**src/inc/ctp_pkg.sv**
```systemverilog
// package: register map, field positions, modes and clock selects
package ctp_pkg;
  localparam logic [7:0] ADDR_CTRL    = 8'h00;
  localparam logic [7:0] ADDR_UCMP    = 8'h04;
  localparam logic [7:0] ADDR_LCMP    = 8'h08;
  localparam logic [7:0] ADDR_HCMP    = 8'h0c;
  localparam logic [7:0] ADDR_CARRIER = 8'h10;
  localparam logic [7:0] ADDR_STATUS  = 8'h14;
  localparam logic [7:0] ADDR_COUNT   = 8'h18;
  // ctrl field positions
  localparam int CTRL_LRUN  = 0;
  localparam int CTRL_URUN  = 1;
  localparam int CTRL_LOE   = 2;
  localparam int CTRL_AOE   = 3;
  localparam int CTRL_UOE   = 4;
  localparam int CTRL_MODE  = 5;
  localparam int CTRL_CLK   = 8;
  localparam int CTRL_UCLK  = 12;
  // carrier ctrl field positions
  localparam int CAR_NRZ    = 0;
  localparam int CAR_NRZB   = 1;
  localparam int CAR_RMC    = 2;
  // modes
  localparam logic [1:0] MODE_OFF     = 2'h0;
  localparam logic [1:0] MODE_CASCADE = 2'h1;
  localparam logic [1:0] MODE_CARRIER = 2'h2;
  localparam logic [1:0] MODE_PWM     = 2'h3;
  // clock selects for the lower and upper timers
  localparam logic [2:0] CLK_FX      = 3'h0;
  localparam logic [2:0] CLK_FX4     = 3'h1;
  localparam logic [2:0] CLK_EXT     = 3'h2;
  localparam logic [2:0] CLK_EXT2    = 3'h3;
  localparam logic [2:0] CLK_EXT4    = 3'h4;
  localparam logic [2:0] CLK_EXT8    = 3'h5;
  localparam logic [1:0] RESP_OKAY   = 2'h0;
  localparam logic [1:0] RESP_SLVERR = 2'h2;
  localparam logic [31:0] RESET_WORD = 32'h0000_0000;
endpackage

```
**src/design/ctp_prescale.sv**
```systemverilog
// module: count-pulse prescaler for the lower and upper timers
`timescale 1ns/1ns
module ctp_prescale
(
  input  wire logic       aclk,
  input  wire logic       aresetn,
  input  wire logic [2:0] sel,
  input  wire logic       ext_rise,
  output logic            tick
);
  typedef struct packed
  {
    logic [1:0] fx_div;
    logic [2:0] ext_div;
    logic       tick;
  } ctp_pre_s;
  ctp_pre_s s_q;
  ctp_pre_s s_d;

  always_comb
  begin
    s_d = s_q;
    s_d.fx_div = s_q.fx_div + 2'h1;
    if (ext_rise)
    begin
      s_d.ext_div = s_q.ext_div + 3'h1;
    end
    case (sel)
      ctp_pkg::CLK_FX:   s_d.tick = 1'b1;
      ctp_pkg::CLK_FX4:  s_d.tick = (s_q.fx_div == 2'h3);
      ctp_pkg::CLK_EXT:  s_d.tick = ext_rise;
      ctp_pkg::CLK_EXT2: s_d.tick = ext_rise && s_q.ext_div[0];
      ctp_pkg::CLK_EXT4: s_d.tick = ext_rise && (s_q.ext_div[1:0] == 2'h3);
      ctp_pkg::CLK_EXT8: s_d.tick = ext_rise && (s_q.ext_div == 3'h7);
      default:           s_d.tick = 1'b0;
    endcase
  end

  always_ff @(posedge aclk)
  begin
    if (!aresetn)
    begin
      s_q <= '0;
    end
    else
    begin
      s_q <= s_d;
    end
  end

  assign tick = s_q.tick;
endmodule

```
**src/design/ctp_top.sv**
```systemverilog
// module: cascaded timer pair with square wave, carrier and pwm modes
//
// Local design decisions: the AXI4-Lite register port and the register addresses.
`timescale 1ns/1ns
module ctp_top
(
  input  wire logic        aclk,
  input  wire logic        aresetn,
  input  wire logic [7:0]  s_axi_awaddr,
  input  wire logic        s_axi_awvalid,
  output logic             s_axi_awready,
  input  wire logic [31:0] s_axi_wdata,
  input  wire logic [3:0]  s_axi_wstrb,
  input  wire logic        s_axi_wvalid,
  output logic             s_axi_wready,
  output logic [1:0]       s_axi_bresp,
  output logic             s_axi_bvalid,
  input  wire logic        s_axi_bready,
  input  wire logic [7:0]  s_axi_araddr,
  input  wire logic        s_axi_arvalid,
  output logic             s_axi_arready,
  output logic [31:0]      s_axi_rdata,
  output logic [1:0]       s_axi_rresp,
  output logic             s_axi_rvalid,
  input  wire logic        s_axi_rready,
  input  wire logic        external_count_input,
  output logic             upper_timer_out,
  output logic             lower_timer_out,
  output logic             alt_timer_out,
  output logic             upper_match_irq,
  output logic             lower_match_irq
);
  typedef struct packed
  {
    logic        awready;
    logic        wready;
    logic        aw_hold;
    logic        w_hold;
    logic [7:0]  awaddr;
    logic [31:0] wdata;
    logic [3:0]  wstrb;
    logic        bvalid;
    logic [1:0]  bresp;
    logic        arready;
    logic        rvalid;
    logic [31:0] rdata;
    logic [1:0]  rresp;
    logic        upper_run_enable;
    logic        lower_run_enable;
    logic        upper_output_enable;
    logic        lower_output_enable;
    logic        alt_output_enable;
    logic [1:0]  mode;
    logic [2:0]  lower_clk_sel;
    logic [2:0]  upper_clk_sel;
    logic [7:0]  upper_compare;
    logic [7:0]  lower_low_width_compare;
    logic [7:0]  lower_high_width_compare;
    logic        remote_output_select;
    logic        nrz_buffer_bit;
    logic        nrz_active_bit;
    logic [7:0]  upper_counter;
    logic [7:0]  lower_counter;
    logic        use_high;
    logic        wave;
    logic        upwm;
    logic        uirq;
    logic        lirq;
    logic        uo;
    logic        lo;
    logic        ao;
    logic [2:0]  ext_sync;
  } ctp_s;
  ctp_s s_q;
  ctp_s s_d;

  logic ltick;
  logic utick;

  function automatic logic [31:0] merge(input logic [31:0] old,
                                        input logic [31:0] nw,
                                        input logic [3:0]  be);
    logic [31:0] r;
    r = old;
    for (int i = 0; i < 4; i++)
    begin
      if (be[i])
      begin
        r[i*8 +: 8] = nw[i*8 +: 8];
      end
    end
    return r;
  endfunction

  function automatic logic [31:0] ctrl_word(input ctp_s s);
    logic [31:0] r;
    r = ctp_pkg::RESET_WORD;
    r[ctp_pkg::CTRL_LRUN] = s.lower_run_enable;
    r[ctp_pkg::CTRL_URUN] = s.upper_run_enable;
    r[ctp_pkg::CTRL_LOE] = s.lower_output_enable;
    r[ctp_pkg::CTRL_AOE] = s.alt_output_enable;
    r[ctp_pkg::CTRL_UOE] = s.upper_output_enable;
    r[ctp_pkg::CTRL_MODE +: 2] = s.mode;
    r[ctp_pkg::CTRL_CLK +: 3] = s.lower_clk_sel;
    r[ctp_pkg::CTRL_UCLK +: 3] = s.upper_clk_sel;
    return r;
  endfunction

  // ************************************************************
  // count pulse prescalers
  // ************************************************************
  ctp_prescale u_lpre
  (
    .aclk     (aclk),
    .aresetn  (aresetn),
    .sel      (s_q.lower_clk_sel),
    .ext_rise (s_q.ext_sync[1] && !s_q.ext_sync[2]),
    .tick     (ltick)
  );

  ctp_prescale u_upre
  (
    .aclk     (aclk),
    .aresetn  (aresetn),
    .sel      (s_q.upper_clk_sel),
    .ext_rise (s_q.ext_sync[1] && !s_q.ext_sync[2]),
    .tick     (utick)
  );

  always_comb
  begin
    logic        wr;
    logic [31:0] w;
    logic        lmatch;
    logic        umatch;
    logic        cas;
    logic        car;
    logic        nrz_wr;
    logic        nrz_val;
    wr = 1'b0;
    w = ctp_pkg::RESET_WORD;
    lmatch = 1'b0;
    umatch = 1'b0;
    cas = (s_q.mode == ctp_pkg::MODE_CASCADE);
    car = (s_q.mode == ctp_pkg::MODE_CARRIER);
    nrz_wr = 1'b0;
    nrz_val = 1'b0;
    s_d = s_q;
    s_d.ext_sync = {s_q.ext_sync[1:0], external_count_input};
    s_d.uirq = 1'b0;
    s_d.lirq = 1'b0;

    // ************************************************************
    // axi4-lite slave
    // ************************************************************
    if (s_q.awready && s_axi_awvalid)
    begin
      s_d.awready = 1'b0;
      s_d.aw_hold = 1'b1;
      s_d.awaddr = s_axi_awaddr;
    end
    if (s_q.wready && s_axi_wvalid)
    begin
      s_d.wready = 1'b0;
      s_d.w_hold = 1'b1;
      s_d.wdata = s_axi_wdata;
      s_d.wstrb = s_axi_wstrb;
    end
    if (s_q.aw_hold && s_q.w_hold && !s_q.bvalid)
    begin
      wr = 1'b1;
      s_d.aw_hold = 1'b0;
      s_d.w_hold = 1'b0;
      s_d.bvalid = 1'b1;
      s_d.bresp = ctp_pkg::RESP_OKAY;
    end
    if (s_q.bvalid && s_axi_bready)
    begin
      s_d.bvalid = 1'b0;
      s_d.awready = 1'b1;
      s_d.wready = 1'b1;
    end
    if (wr)
    begin
      case (s_q.awaddr)
        ctp_pkg::ADDR_CTRL:
        begin
          w = merge(ctrl_word(s_q), s_q.wdata, s_q.wstrb);
          s_d.lower_run_enable = w[ctp_pkg::CTRL_LRUN];
          s_d.upper_run_enable = w[ctp_pkg::CTRL_URUN];
          s_d.lower_output_enable = w[ctp_pkg::CTRL_LOE];
          s_d.alt_output_enable = w[ctp_pkg::CTRL_AOE];
          s_d.upper_output_enable = w[ctp_pkg::CTRL_UOE];
          s_d.mode = w[ctp_pkg::CTRL_MODE +: 2];
          s_d.lower_clk_sel = w[ctp_pkg::CTRL_CLK +: 3];
          s_d.upper_clk_sel = w[ctp_pkg::CTRL_UCLK +: 3];
          if (car && w[ctp_pkg::CTRL_LRUN] && !s_q.lower_run_enable)
          begin
            s_d.nrz_buffer_bit = 1'b0;
          end
        end
        ctp_pkg::ADDR_UCMP:
          if (s_q.wstrb[0]) s_d.upper_compare = s_q.wdata[7:0];
        ctp_pkg::ADDR_LCMP:
          if (s_q.wstrb[0]) s_d.lower_low_width_compare = s_q.wdata[7:0];
        ctp_pkg::ADDR_HCMP:
          if (s_q.wstrb[0]) s_d.lower_high_width_compare = s_q.wdata[7:0];
        ctp_pkg::ADDR_CARRIER:
          if (s_q.wstrb[0])
          begin
            s_d.remote_output_select = s_q.wdata[ctp_pkg::CAR_RMC];
            s_d.nrz_buffer_bit = s_q.wdata[ctp_pkg::CAR_NRZB];
            nrz_wr = !s_q.lower_output_enable;
            nrz_val = s_q.wdata[ctp_pkg::CAR_NRZ];
          end
        default:
          s_d.bresp = ctp_pkg::RESP_SLVERR;
      endcase
    end
    if (s_q.arready && s_axi_arvalid)
    begin
      s_d.arready = 1'b0;
      s_d.rvalid = 1'b1;
      s_d.rresp = ctp_pkg::RESP_OKAY;
      s_d.rdata = ctp_pkg::RESET_WORD;
      case (s_axi_araddr)
        ctp_pkg::ADDR_CTRL:    s_d.rdata = ctrl_word(s_q);
        ctp_pkg::ADDR_UCMP:    s_d.rdata[7:0] = s_q.upper_compare;
        ctp_pkg::ADDR_LCMP:    s_d.rdata[7:0] = s_q.lower_low_width_compare;
        ctp_pkg::ADDR_HCMP:    s_d.rdata[7:0] = s_q.lower_high_width_compare;
        ctp_pkg::ADDR_CARRIER:
          s_d.rdata[2:0] = {s_q.remote_output_select, s_q.nrz_buffer_bit,
                            s_q.nrz_active_bit};
        ctp_pkg::ADDR_STATUS:
          s_d.rdata[2:0] = {s_q.use_high, s_q.upwm, s_q.wave};
        ctp_pkg::ADDR_COUNT:
          s_d.rdata[15:0] = {s_q.upper_counter, s_q.lower_counter};
        default:               s_d.rresp = ctp_pkg::RESP_SLVERR;
      endcase
    end
    if (s_q.rvalid && s_axi_rready)
    begin
      s_d.rvalid = 1'b0;
      s_d.arready = 1'b1;
    end

    // ************************************************************
    // counters and modes
    // ************************************************************
    case (s_q.mode)
      ctp_pkg::MODE_CASCADE:
      begin
        if (!s_q.lower_run_enable)
        begin
          s_d.upper_counter = 8'h00;
          s_d.lower_counter = 8'h00;
          s_d.wave = 1'b0;
        end
        else if (ltick)
        begin
          lmatch = (s_q.lower_counter == s_q.lower_low_width_compare);
          umatch = (s_q.upper_counter == s_q.upper_compare);
          if (lmatch && umatch)
          begin
            s_d.upper_counter = 8'h00;
            s_d.lower_counter = 8'h00;
            s_d.wave = !s_q.wave;
            s_d.lirq = 1'b1;
          end
          else
          begin
            s_d.lower_counter = s_q.lower_counter + 8'h01;
            if (s_q.lower_counter == 8'hff)
            begin
              s_d.upper_counter = s_q.upper_counter + 8'h01;
            end
          end
        end
      end
      ctp_pkg::MODE_CARRIER:
      begin
        if (!s_q.lower_run_enable)
        begin
          s_d.lower_counter = 8'h00;
          s_d.use_high = 1'b0;
          s_d.wave = 1'b0;
        end
        else if (ltick)
        begin
          lmatch = s_q.use_high ?
                   (s_q.lower_counter == s_q.lower_high_width_compare) :
                   (s_q.lower_counter == s_q.lower_low_width_compare);
          if (lmatch)
          begin
            s_d.lower_counter = 8'h00;
            s_d.lirq = 1'b1;
            s_d.wave = !s_q.wave;
            s_d.use_high = !s_q.use_high;
          end
          else
          begin
            s_d.lower_counter = s_q.lower_counter + 8'h01;
          end
        end
        if (!s_q.upper_run_enable)
        begin
          s_d.upper_counter = 8'h00;
        end
        else if (utick)
        begin
          if (s_q.upper_counter == s_q.upper_compare)
          begin
            s_d.upper_counter = 8'h00;
            s_d.uirq = 1'b1;
            nrz_wr = 1'b1;
            nrz_val = s_q.nrz_buffer_bit;
          end
          else
          begin
            s_d.upper_counter = s_q.upper_counter + 8'h01;
          end
        end
      end
      ctp_pkg::MODE_PWM:
      begin
        if (!s_q.upper_run_enable)
        begin
          s_d.upper_counter = 8'h00;
          s_d.upwm = 1'b0;
        end
        else if (utick)
        begin
          s_d.upper_counter = s_q.upper_counter + 8'h01;
          if (s_q.upper_counter == s_q.upper_compare)
          begin
            s_d.uirq = 1'b1;
            s_d.upwm = 1'b0;
          end
          else if (s_q.upper_counter == 8'hff)
          begin
            s_d.upwm = 1'b1;
          end
        end
      end
      default:
      begin
        s_d.upper_counter = 8'h00;
        s_d.lower_counter = 8'h00;
        s_d.wave = 1'b0;
        s_d.upwm = 1'b0;
      end
    endcase
    if (nrz_wr)
    begin
      s_d.nrz_active_bit = nrz_val;
    end

    // ************************************************************
    // output pins
    // ************************************************************
    if (car)
    begin
      s_d.lo = s_q.lower_output_enable && s_q.nrz_active_bit &&
               s_q.wave;
    end
    else
    begin
      s_d.lo = s_q.lower_output_enable && s_q.wave;
    end
    s_d.ao = s_q.alt_output_enable && (car ? (s_q.nrz_active_bit &&
             s_q.wave) : s_q.wave);
    s_d.uo = s_q.upper_output_enable && !cas && s_q.upwm;
    if (!s_q.lower_output_enable && s_d.lower_output_enable &&
        !s_d.alt_output_enable)
    begin
      s_d.wave = 1'b0;
    end
    if (!s_q.alt_output_enable && s_d.alt_output_enable &&
        !s_d.lower_output_enable)
    begin
      s_d.wave = 1'b0;
    end
    if (!s_q.upper_output_enable && s_d.upper_output_enable)
    begin
      s_d.upwm = 1'b0;
    end
  end

  always_ff @(posedge aclk)
  begin
    if (!aresetn)
    begin
      s_q <= '0;
      s_q.awready <= 1'b1;
      s_q.wready <= 1'b1;
      s_q.arready <= 1'b1;
    end
    else
    begin
      s_q <= s_d;
    end
  end

  assign s_axi_awready = s_q.awready;
  assign s_axi_wready = s_q.wready;
  assign s_axi_bresp = s_q.bresp;
  assign s_axi_bvalid = s_q.bvalid;
  assign s_axi_arready = s_q.arready;
  assign s_axi_rdata = s_q.rdata;
  assign s_axi_rresp = s_q.rresp;
  assign s_axi_rvalid = s_q.rvalid;
  assign upper_timer_out = s_q.uo;
  assign lower_timer_out = s_q.lo;
  assign alt_timer_out = s_q.ao;
  assign upper_match_irq = s_q.uirq;
  assign lower_match_irq = s_q.lirq;
endmodule

```
**config.mk**
```make
export PLATFORM = sky130hd
export DESIGN_NAME = ctp_top
export DESIGN_NICKNAME = d
export VERILOG_FILES = /design/src/inc/ctp_pkg.sv /design/src/design/ctp_prescale.sv /design/src/design/ctp_top.sv
export SDC_FILE = /design/constraint.sdc
export NUM_CORES = 1
export LEC_CHECK = 0
export BUFFER_PORTS_ARGS = -buffer_cell sky130_fd_sc_hd__buf_2
export CORE_MARGIN = 10
export CORE_UTILIZATION = 25
export CTS_CLUSTER_DIAMETER = 120
export DETAILED_ROUTE_END_ITERATION = 7
export MAX_ROUTING_LAYER = met4
export PLACE_DENSITY = 0.51
export RECOVER_POWER = 100
export SETUP_SLACK_MARGIN = 0.15
export SYNTH_ARGS = -nofsm -noshare
export SYNTH_HDL_FRONTEND = slang
export SYNTH_SLANG_ARGS = --single-unit
```
**constraint.sdc**
```tcl
create_clock -name aclk -period 2.6 [get_ports aclk]
set_input_delay 0.65 -clock aclk [delete_from_list [all_inputs] [get_ports aclk]]
set_output_delay 0.65 -clock aclk [all_outputs]
set_load 0.005 [all_outputs]
```
==> results of run 1 <==
[layout make-up]
| type | instances | area share |
|---|---|---|
| Tap cell | 324 | 0.05596 |
| Multi-Input combinational cell | 514 | 0.4276 |
| Clock inverter | 9 | 0.01485 |
| Clock buffer | 22 | 0.06546 |
| Inverter | 19 | 0.009845 |
| Sequential cell | 129 | 0.3565 |
| Timing Repair Buffer | 97 | 0.06978 |
[metrics by stage]
step | cells | hold slack [ps] | util | total power (µW)
2_1_floorplan | 744 | 399.2 | - | 2299
3_3_place_gp | 1083 | 406.8 | 0.2768 | 2381
3_5_place_dp | 1083 | 410.7 | 0.2768 | 2384
4_1_cts | 1114 | 419.3 | 0.3008 | 4738
5_1_grt | 1114 | 430.0 | 0.2979 | 4867
6_report | 1114 | 417.8 | 0.2979 | 4675
[power groups by stage]
stage                     combinational [µW]  sequential, µW  clock [µW]
after CTS                                258            2080        2400
final                                    247            2080        2340
after global placement                   256            2120           0
after detailed placement                 257            2130           0
after floorplan                          193            2110           0
after global routing                     282            2090        2490
[worst reg2reg max path, stage by stage, from the launching register on]
cell      delay [ps]
dfxtp_1          490
inv_1            110
ha_1             220
clkbuf_1         180
inv_1            180
nor2_1            50
o21ai_0          140
o211ai_1         230
a41oi_2          440
nor2_1           100
[registers in the layout, summed over array words and instances, names as in the netlist, named ones only]
signal / count
s_q: 86
s_axi_rvalid: 1
s_axi_rresp: 1
u_lpre.s_q: 5
u_upre.s_q: 5
s_axi_arready: 1
s_d: 2
lower_timer_out: 1
s_axi_awready: 1
alt_timer_out: 1
lower_match_irq: 1
upper_match_irq: 1
u_lpre.tick: 1
s_axi_wready: 1
s_axi_bvalid: 1
s_axi_rdata: 16
upper_timer_out: 1
s_axi_bresp: 1
u_upre.tick: 1
[Yosys cell counts (all sizes together), types with 2 or more instances]
| library cell | count | area share |
|---|---|---|
| o31ai | 2 | 0.0024 |
| a221oi | 8 | 0.011 |
| a21oi | 63 | 0.051 |
| and4b | 2 | 0.0032 |
| ha | 12 | 0.024 |
| a22oi | 8 | 0.0097 |
| nand2 | 102 | 0.062 |
| a31o | 2 | 0.0028 |
| a32oi | 7 | 0.0099 |
| nor3 | 20 | 0.016 |
| and3b | 2 | 0.0028 |
| nor2b | 3 | 0.0030 |
| and2 | 9 | 0.0091 |
| nor4 | 2 | 0.0044 |
| and3 | 3 | 0.0030 |
| o22ai | 6 | 0.0061 |
| o21ai | 20 | 0.016 |
| nand2b | 3 | 0.0030 |
| buf | 53 | 0.062 |
| inv | 19 | 0.012 |
| nand4 | 14 | 0.016 |
| nand4b | 2 | 0.0028 |
| clkbuf | 29 | 0.018 |
| a222oi | 5 | 0.0081 |
| xor2 | 4 | 0.0057 |
| nand3 | 34 | 0.027 |
| dfxtp | 129 | 0.42 |
| a31oi | 10 | 0.010 |
| nor3b | 6 | 0.0089 |
| nor2 | 66 | 0.040 |
| o211ai | 4 | 0.0057 |
| xnor2 | 28 | 0.048 |
| nand3b | 5 | 0.0061 |
| mux2i | 28 | 0.045 |
[per-layer routing]
layer,routed length (µm),vias to the layer above,GRT usage
met5,0,-,-
met4,349,0,0.04585
met3,928,20,0.02422
met2,7832,142,0.1718
met1,8880,2409,0.1599
li1,-,2606,-
[cell families (layout without fill, tap and decap cells)]
| logic type | after synthesis | count (layout) |
|---|---|---|
| other | 1 | 17 |
| buffers and inverters | 101 | 147 |
| DFF | 129 | 129 |
| AOI/OAI and AO/OA | 147 | 147 |
| and+or+nand+nor | 277 | 277 |
| muxes | 29 | 29 |
| xor gates and xnor gates | 32 | 32 |
| adders and majority gates | 12 | 12 |
[final timing paths]
kind | to | slack, ps | cells past startpoint
max | s_axi_awready$_SDFFE_PP1P_ | 310 | 5
min | u_upre.s_q[4]$_SDFF_PN0_ | 420 | 1
max reg2reg | s_q[13]$_SDFFE_PN0P_ | 320 | 9
min reg2reg | u_upre.s_q[4]$_SDFF_PN0_ | 420 | 1
==> results_dict.tcl, run 1 <==
set metrics [dict create \
    pin_count 106 \
    synth_fa_ha_area_frac 0.02426 \
    grt_max_degree 90 \
    avgSynthCellArea_um2 8.502 \
    ys_seq_elements 129 \
    ctsResizeCount 0 \
    cts-root-buf "clkbuf_16" \
    seq_area_um2 2582 \
    clk-insertion-delay-late_ps 420 \
    overflow 0 \
    final_cell_mix "dfxtp_1, nand2_1, nor2_1, a21oi_1, buf_2" \
    synth.yosys.warnings 0 \
    cp_top_family "buffers and inverters" \
    drt_wl_total_um 17990 \
    dieArea_um2 31450 \
    tritoncts "yes" \
    routedWlPerCell_um 16.15 \
    start_util 0.2545 \
    clock_skew_ps 10.17 \
    core_area_um2 24320 \
    internal_power_uw 3602 \
    final.setup.tns_ps 0 \
    crit_slowest_cell "clkbuf_1" \
    post_synth_num_cell_types 62 \
    syn_area_um2 6190 \
    synth-edff-count 0 \
    cp-start-kind "input pin" \
    timing.critical_path.arrival_ps 2580 \
    synth_mux_area_frac 0.04710 \
    place_ws_ps 192.2 \
    hold_class "register to register" \
    switching_share 0.2294 \
    synthArstFlopShare 0 \
    postCtsSetupBuffers 0 \
    drt_iter0_markers 403 \
    cts_made_buffers 17 \
    endpoint_kind "register" \
    tightest_slew_ps 1036 \
    grt_pass1_vias 4864 \
    cp.required_ps 2900 \
    max_freq_mhz 437.1 \
    clock_path_buffers 2 \
    num_rows 57 \
    n_antenna_cell 0 \
    drv_cap 0 \
    crit_fanout 89 \
    vias_per_cell 4.647 \
    die_w_um 177.4 \
    fin_ws_ps 312.4 \
    cts_htree_levels 4 \
    pwr-share-clk 0.501 \
    hold_viol 0 \
    yosys.area_share.simple 0.2135 \
    synth-seq-area-share 0.4172 \
    rsz0062_at_grt "false" \
    synth-xor-area-share 0.05377 \
    place_area_um2 6733 \
    relSlewSlack 0.3091 \
    dp_hpwl_um 13550 \
    synth_top_family_by_area "simple AND/OR/NAND/NOR gates" \
    cts.clk_slew.worst_paths_ps 50 \
    area_growth_pct 17.04 \
    vias 5177 \
    irDropWorstVdd_uv 399.3 \
    finalCritPeriodShare 0.8798 \
    fin_crit_ps 2288 \
    switching_power_uw 1073 \
    synth_top_flop_cell "dfxtp_1" \
    status "completed" \
    critical_path.cell_chain "clkbuf_1, inv_2, clkbuf_4, a21oi_1, o21ai_0" \
    rr_startpoint "s_q[60]$_SDFFE_PN0P_" \
    die_y_um 177.4 \
    powerDensity_nw_per_um2 645.3 \
    synth-compound-area-share 0.1524 \
    layout_commonest_cell "dfxtp_1" \
    post-route-drc-count 0 \
    p_seq_frac 0.446 \
    drv_slew 0 \
    final_antenna_net_count 0 \
    cts.sinks 129 \
    crit_type "input pin to register" \
    p_leak_uw 0.002689 \
    place_congestion 0.9175 \
    min_from "u_upre.s_q[4]$_SDFF_PN0_" \
    hold_buffers 0 \
    drt_first_pass_iters 7 \
    io_buffers 68 \
    cp_num_buf_inv 3 \
    grt_usage 0.1190 \
    startpoint "aresetn" \
    nets 850 \
    multiInputGateArea_um2 3098 \
    setup_viol 0 \
    grt_pass1_wl_um 28450 \
    n_fill_cell 2606 \
    critPathMaxStageDelay_ps 640 \
    antenna_found_initial 0 \
    final_area_um2 7244 \
    combPwrFrac 0.053 \
    syn_inst 728 \
    drive_gt1_frac 0.1430 \
]
(Power assumes the default switching activity.)
==> run 2: changes to the inputs <==
CTS_CLUSTER_SIZE = 16   (was unset)
clock period = 2.4 ns   (was 2.6 ns; I/O delays follow)
==> run 2 against run 1 <==
  * The run now ends with design-rule violations, max-capacitance violations, max-slew violations left
  * Via count grew 3.3%
  * Clock power rose by 15%
  * Critical endpoint is now s_q[21]$_SDFFE_PN0P_
  * Final cell count increased by 0.99%
  * First-iteration DRC count up 33%
  * Design area is 1.5% higher
  * Worst setup slack got worse by 83 ps
  * Global-route usage up 0.23 points
  * Register-to-register slack got worse by 90 ps
  * Clock-buffer cell count fell by 3
  * Total power up 11%
  * Critical path type is now register to register
  * Routed wire length rose by 2.2%
  * Largest power group unchanged
  * Largest cell class unchanged
==> results_dict.tcl, run 2 (synthesis gave the netlist of run 1 again) <==
set metrics [dict create \
    status "finished with violations" \
    violations "design-rule violations, max-capacitance violations, max-slew violations" \
    final_antenna_net_count 0 \
    post-route-drc-count 4 \
    cts-root-buf "clkbuf_16" \
    io_buffers 68 \
    core_area_um2 24320 \
    crit_slowest_cell "dfxtp_1" \
    final_cell_mix "dfxtp_1, nand2_1, nor2_1, a21oi_1, buf_2" \
    dieArea_um2 31450 \
    area_growth_pct 18.74 \
    pin_count 106 \
    p_leak_uw 0.002748 \
    critPathMaxStageDelay_ps 480 \
    drt_wl_total_um 18380 \
    tightest_slew_ps 1741 \
    top_usage_layer "met2" \
    clock_skew_ps 5.169 \
    routedWlPerCell_um 16.34 \
    vias_per_cell 4.752 \
    start_util 0.2545 \
    layout_commonest_cell "dfxtp_1" \
    n_antenna_cell 0 \
    crit_fanout 11 \
    clock_path_buffers 2 \
    cp-start-kind "register" \
    num_rows 57 \
    rsz0062_at_grt "true" \
    hold_buffers 0 \
    timing.critical_path.arrival_ps 2500 \
    fin_crit_ps 2170 \
    hold_viol 0 \
    largest_reg_flops 86 \
    die_y_um 177.4 \
    crit_type "register to register" \
    endpoint_kind "register" \
    powerDensity_nw_per_um2 708.8 \
    relSlewSlack -0.1607 \
    cts_htree_levels 4 \
    grt_max_degree 90 \
    cts.sinks 129 \
    drv_cap 1 \
    cts_made_buffers 17 \
    grt_pass1_vias 5053 \
    antenna_found_initial 0 \
    n_fill_cell 2644 \
    hold_class "input pin to register" \
    clk-insertion-delay-late_ps 420 \
    cp.required_ps 2730 \
    grt_pass1_wl_um 28870 \
    irDropWorstVdd_uv 501.5 \
    critical_path.cell_chain "clkbuf_1, ha_1, nand2_1, nor3_1, o31ai_1, buf_4, nand2b_1, o22ai_1" \
    cts.clk_slew.worst_paths_ps 60 \
    final.setup.tns_ps 0 \
    drv_slew 90 \
    seq_area_um2 2582 \
    overflow 0 \
    tritoncts "yes" \
    dp_cells 1092 \
    grt_use_met1 0.1635 \
    drt_first_pass_iters 8 \
    fin_cells 1125 \
    top_register "s_q" \
    multiInputGateArea_um2 3099 \
    use_met3 0.02486 \
    vias 5346 \
    die_w_um 177.4 \
    grt_usage 0.1213 \
    nets 861 \
    place_congestion 0.9360 \
    drt_iter0_markers 536 \
    grt.met2_usage 0.1754 \
    dp_hpwl_um 13620 \
    drive_gt1_frac 0.1536 \
    setup_viol 0 \
    finalCritPeriodShare 0.9043 \
    max_freq_mhz 460.8 \
]
-- run 2: cell count changes in the layout (fill, tap and decap cells not counted), sizes merged --
cell      previous run  this run
inv                 19        21
clkinvlp             2         3
buf                 63        75
clkinv               5         4
clkbuf              56        52
bufinv               2         3
-- run 2: layer usage --
layer | wire length [µm] | share of wire
met1 | 9023 | 0.49
met2 | 8120 | 0.44
met3 | 819 | 0.045
met4 | 417 | 0.023
met5 | 0 | 0
-- run 2: power breakdown --
part	leakage, µW	total (µW)	switching [µW]	internal, µW
sequential	0.00105	2260	54.9	2200
combinational	0.00141	270	170	100
clock	0.000292	2680	996	1690
-- run 2: what timing repair did --
item	in CTS	in global routing
setup buffers	0	2
setup endpoints to repair	0	15
resized for setup	0	2
-- run 2: final timing paths --
| path | from | slack [ps] | cells past startpoint | to |
|---|---|---|---|---|
| worst max register to register | s_q[11]$_SDFFE_PN0P_ | 230 | 8 | s_q[21]$_SDFFE_PN0P_ |
| worst min-delay path | external_count_input | 380 | 2 | s_d[1]$_SDFF_PN0_ |
| worst max-delay path | s_q[11]$_SDFFE_PN0P_ | 230 | 8 | s_q[21]$_SDFFE_PN0P_ |
| worst min register to register | u_lpre.s_q[4]$_SDFF_PN0_ | 420 | 1 | u_lpre.s_q[4]$_SDFF_PN0_ |
-- run 2: worst max-delay path: cells and delay by family, from the launching register on --
family,cells,cell delay [ps]
simple gates,3,650
buf+inv,2,410
compound gates,2,310
flops,1,480
fa+ha+maj,1,230
-- run 2: per-stage QoR --
stage / hold WS (ps) / cell area, µm² / utilization / setup WS (ps) / total power, µW
after floorplan: 399.2 / 6250 / - / 285.7 / 2490
after global placement: 408.0 / 6800 / 0.2796 / 101.6 / 2581
after detailed placement: 418.9 / 6800 / 0.2796 / 116.7 / 2584
after CTS: 363.9 / 7411 / 0.3047 / 214.4 / 5277
after global routing: 380.8 / 7350 / 0.3022 / 100.7 / 5400
final: 379.8 / 7350 / 0.3022 / 229.6 / 5210
-- run 2: cell type report --
type,instances,share of cell area
Multi-Input combinational cell,514,0.4217
Clock inverter,12,0.02145
Inverter,19,0.009704
Clock buffer,19,0.06163
Tap cell,324,0.05516
Timing Repair Buffer,108,0.07899
Sequential cell,129,0.3514
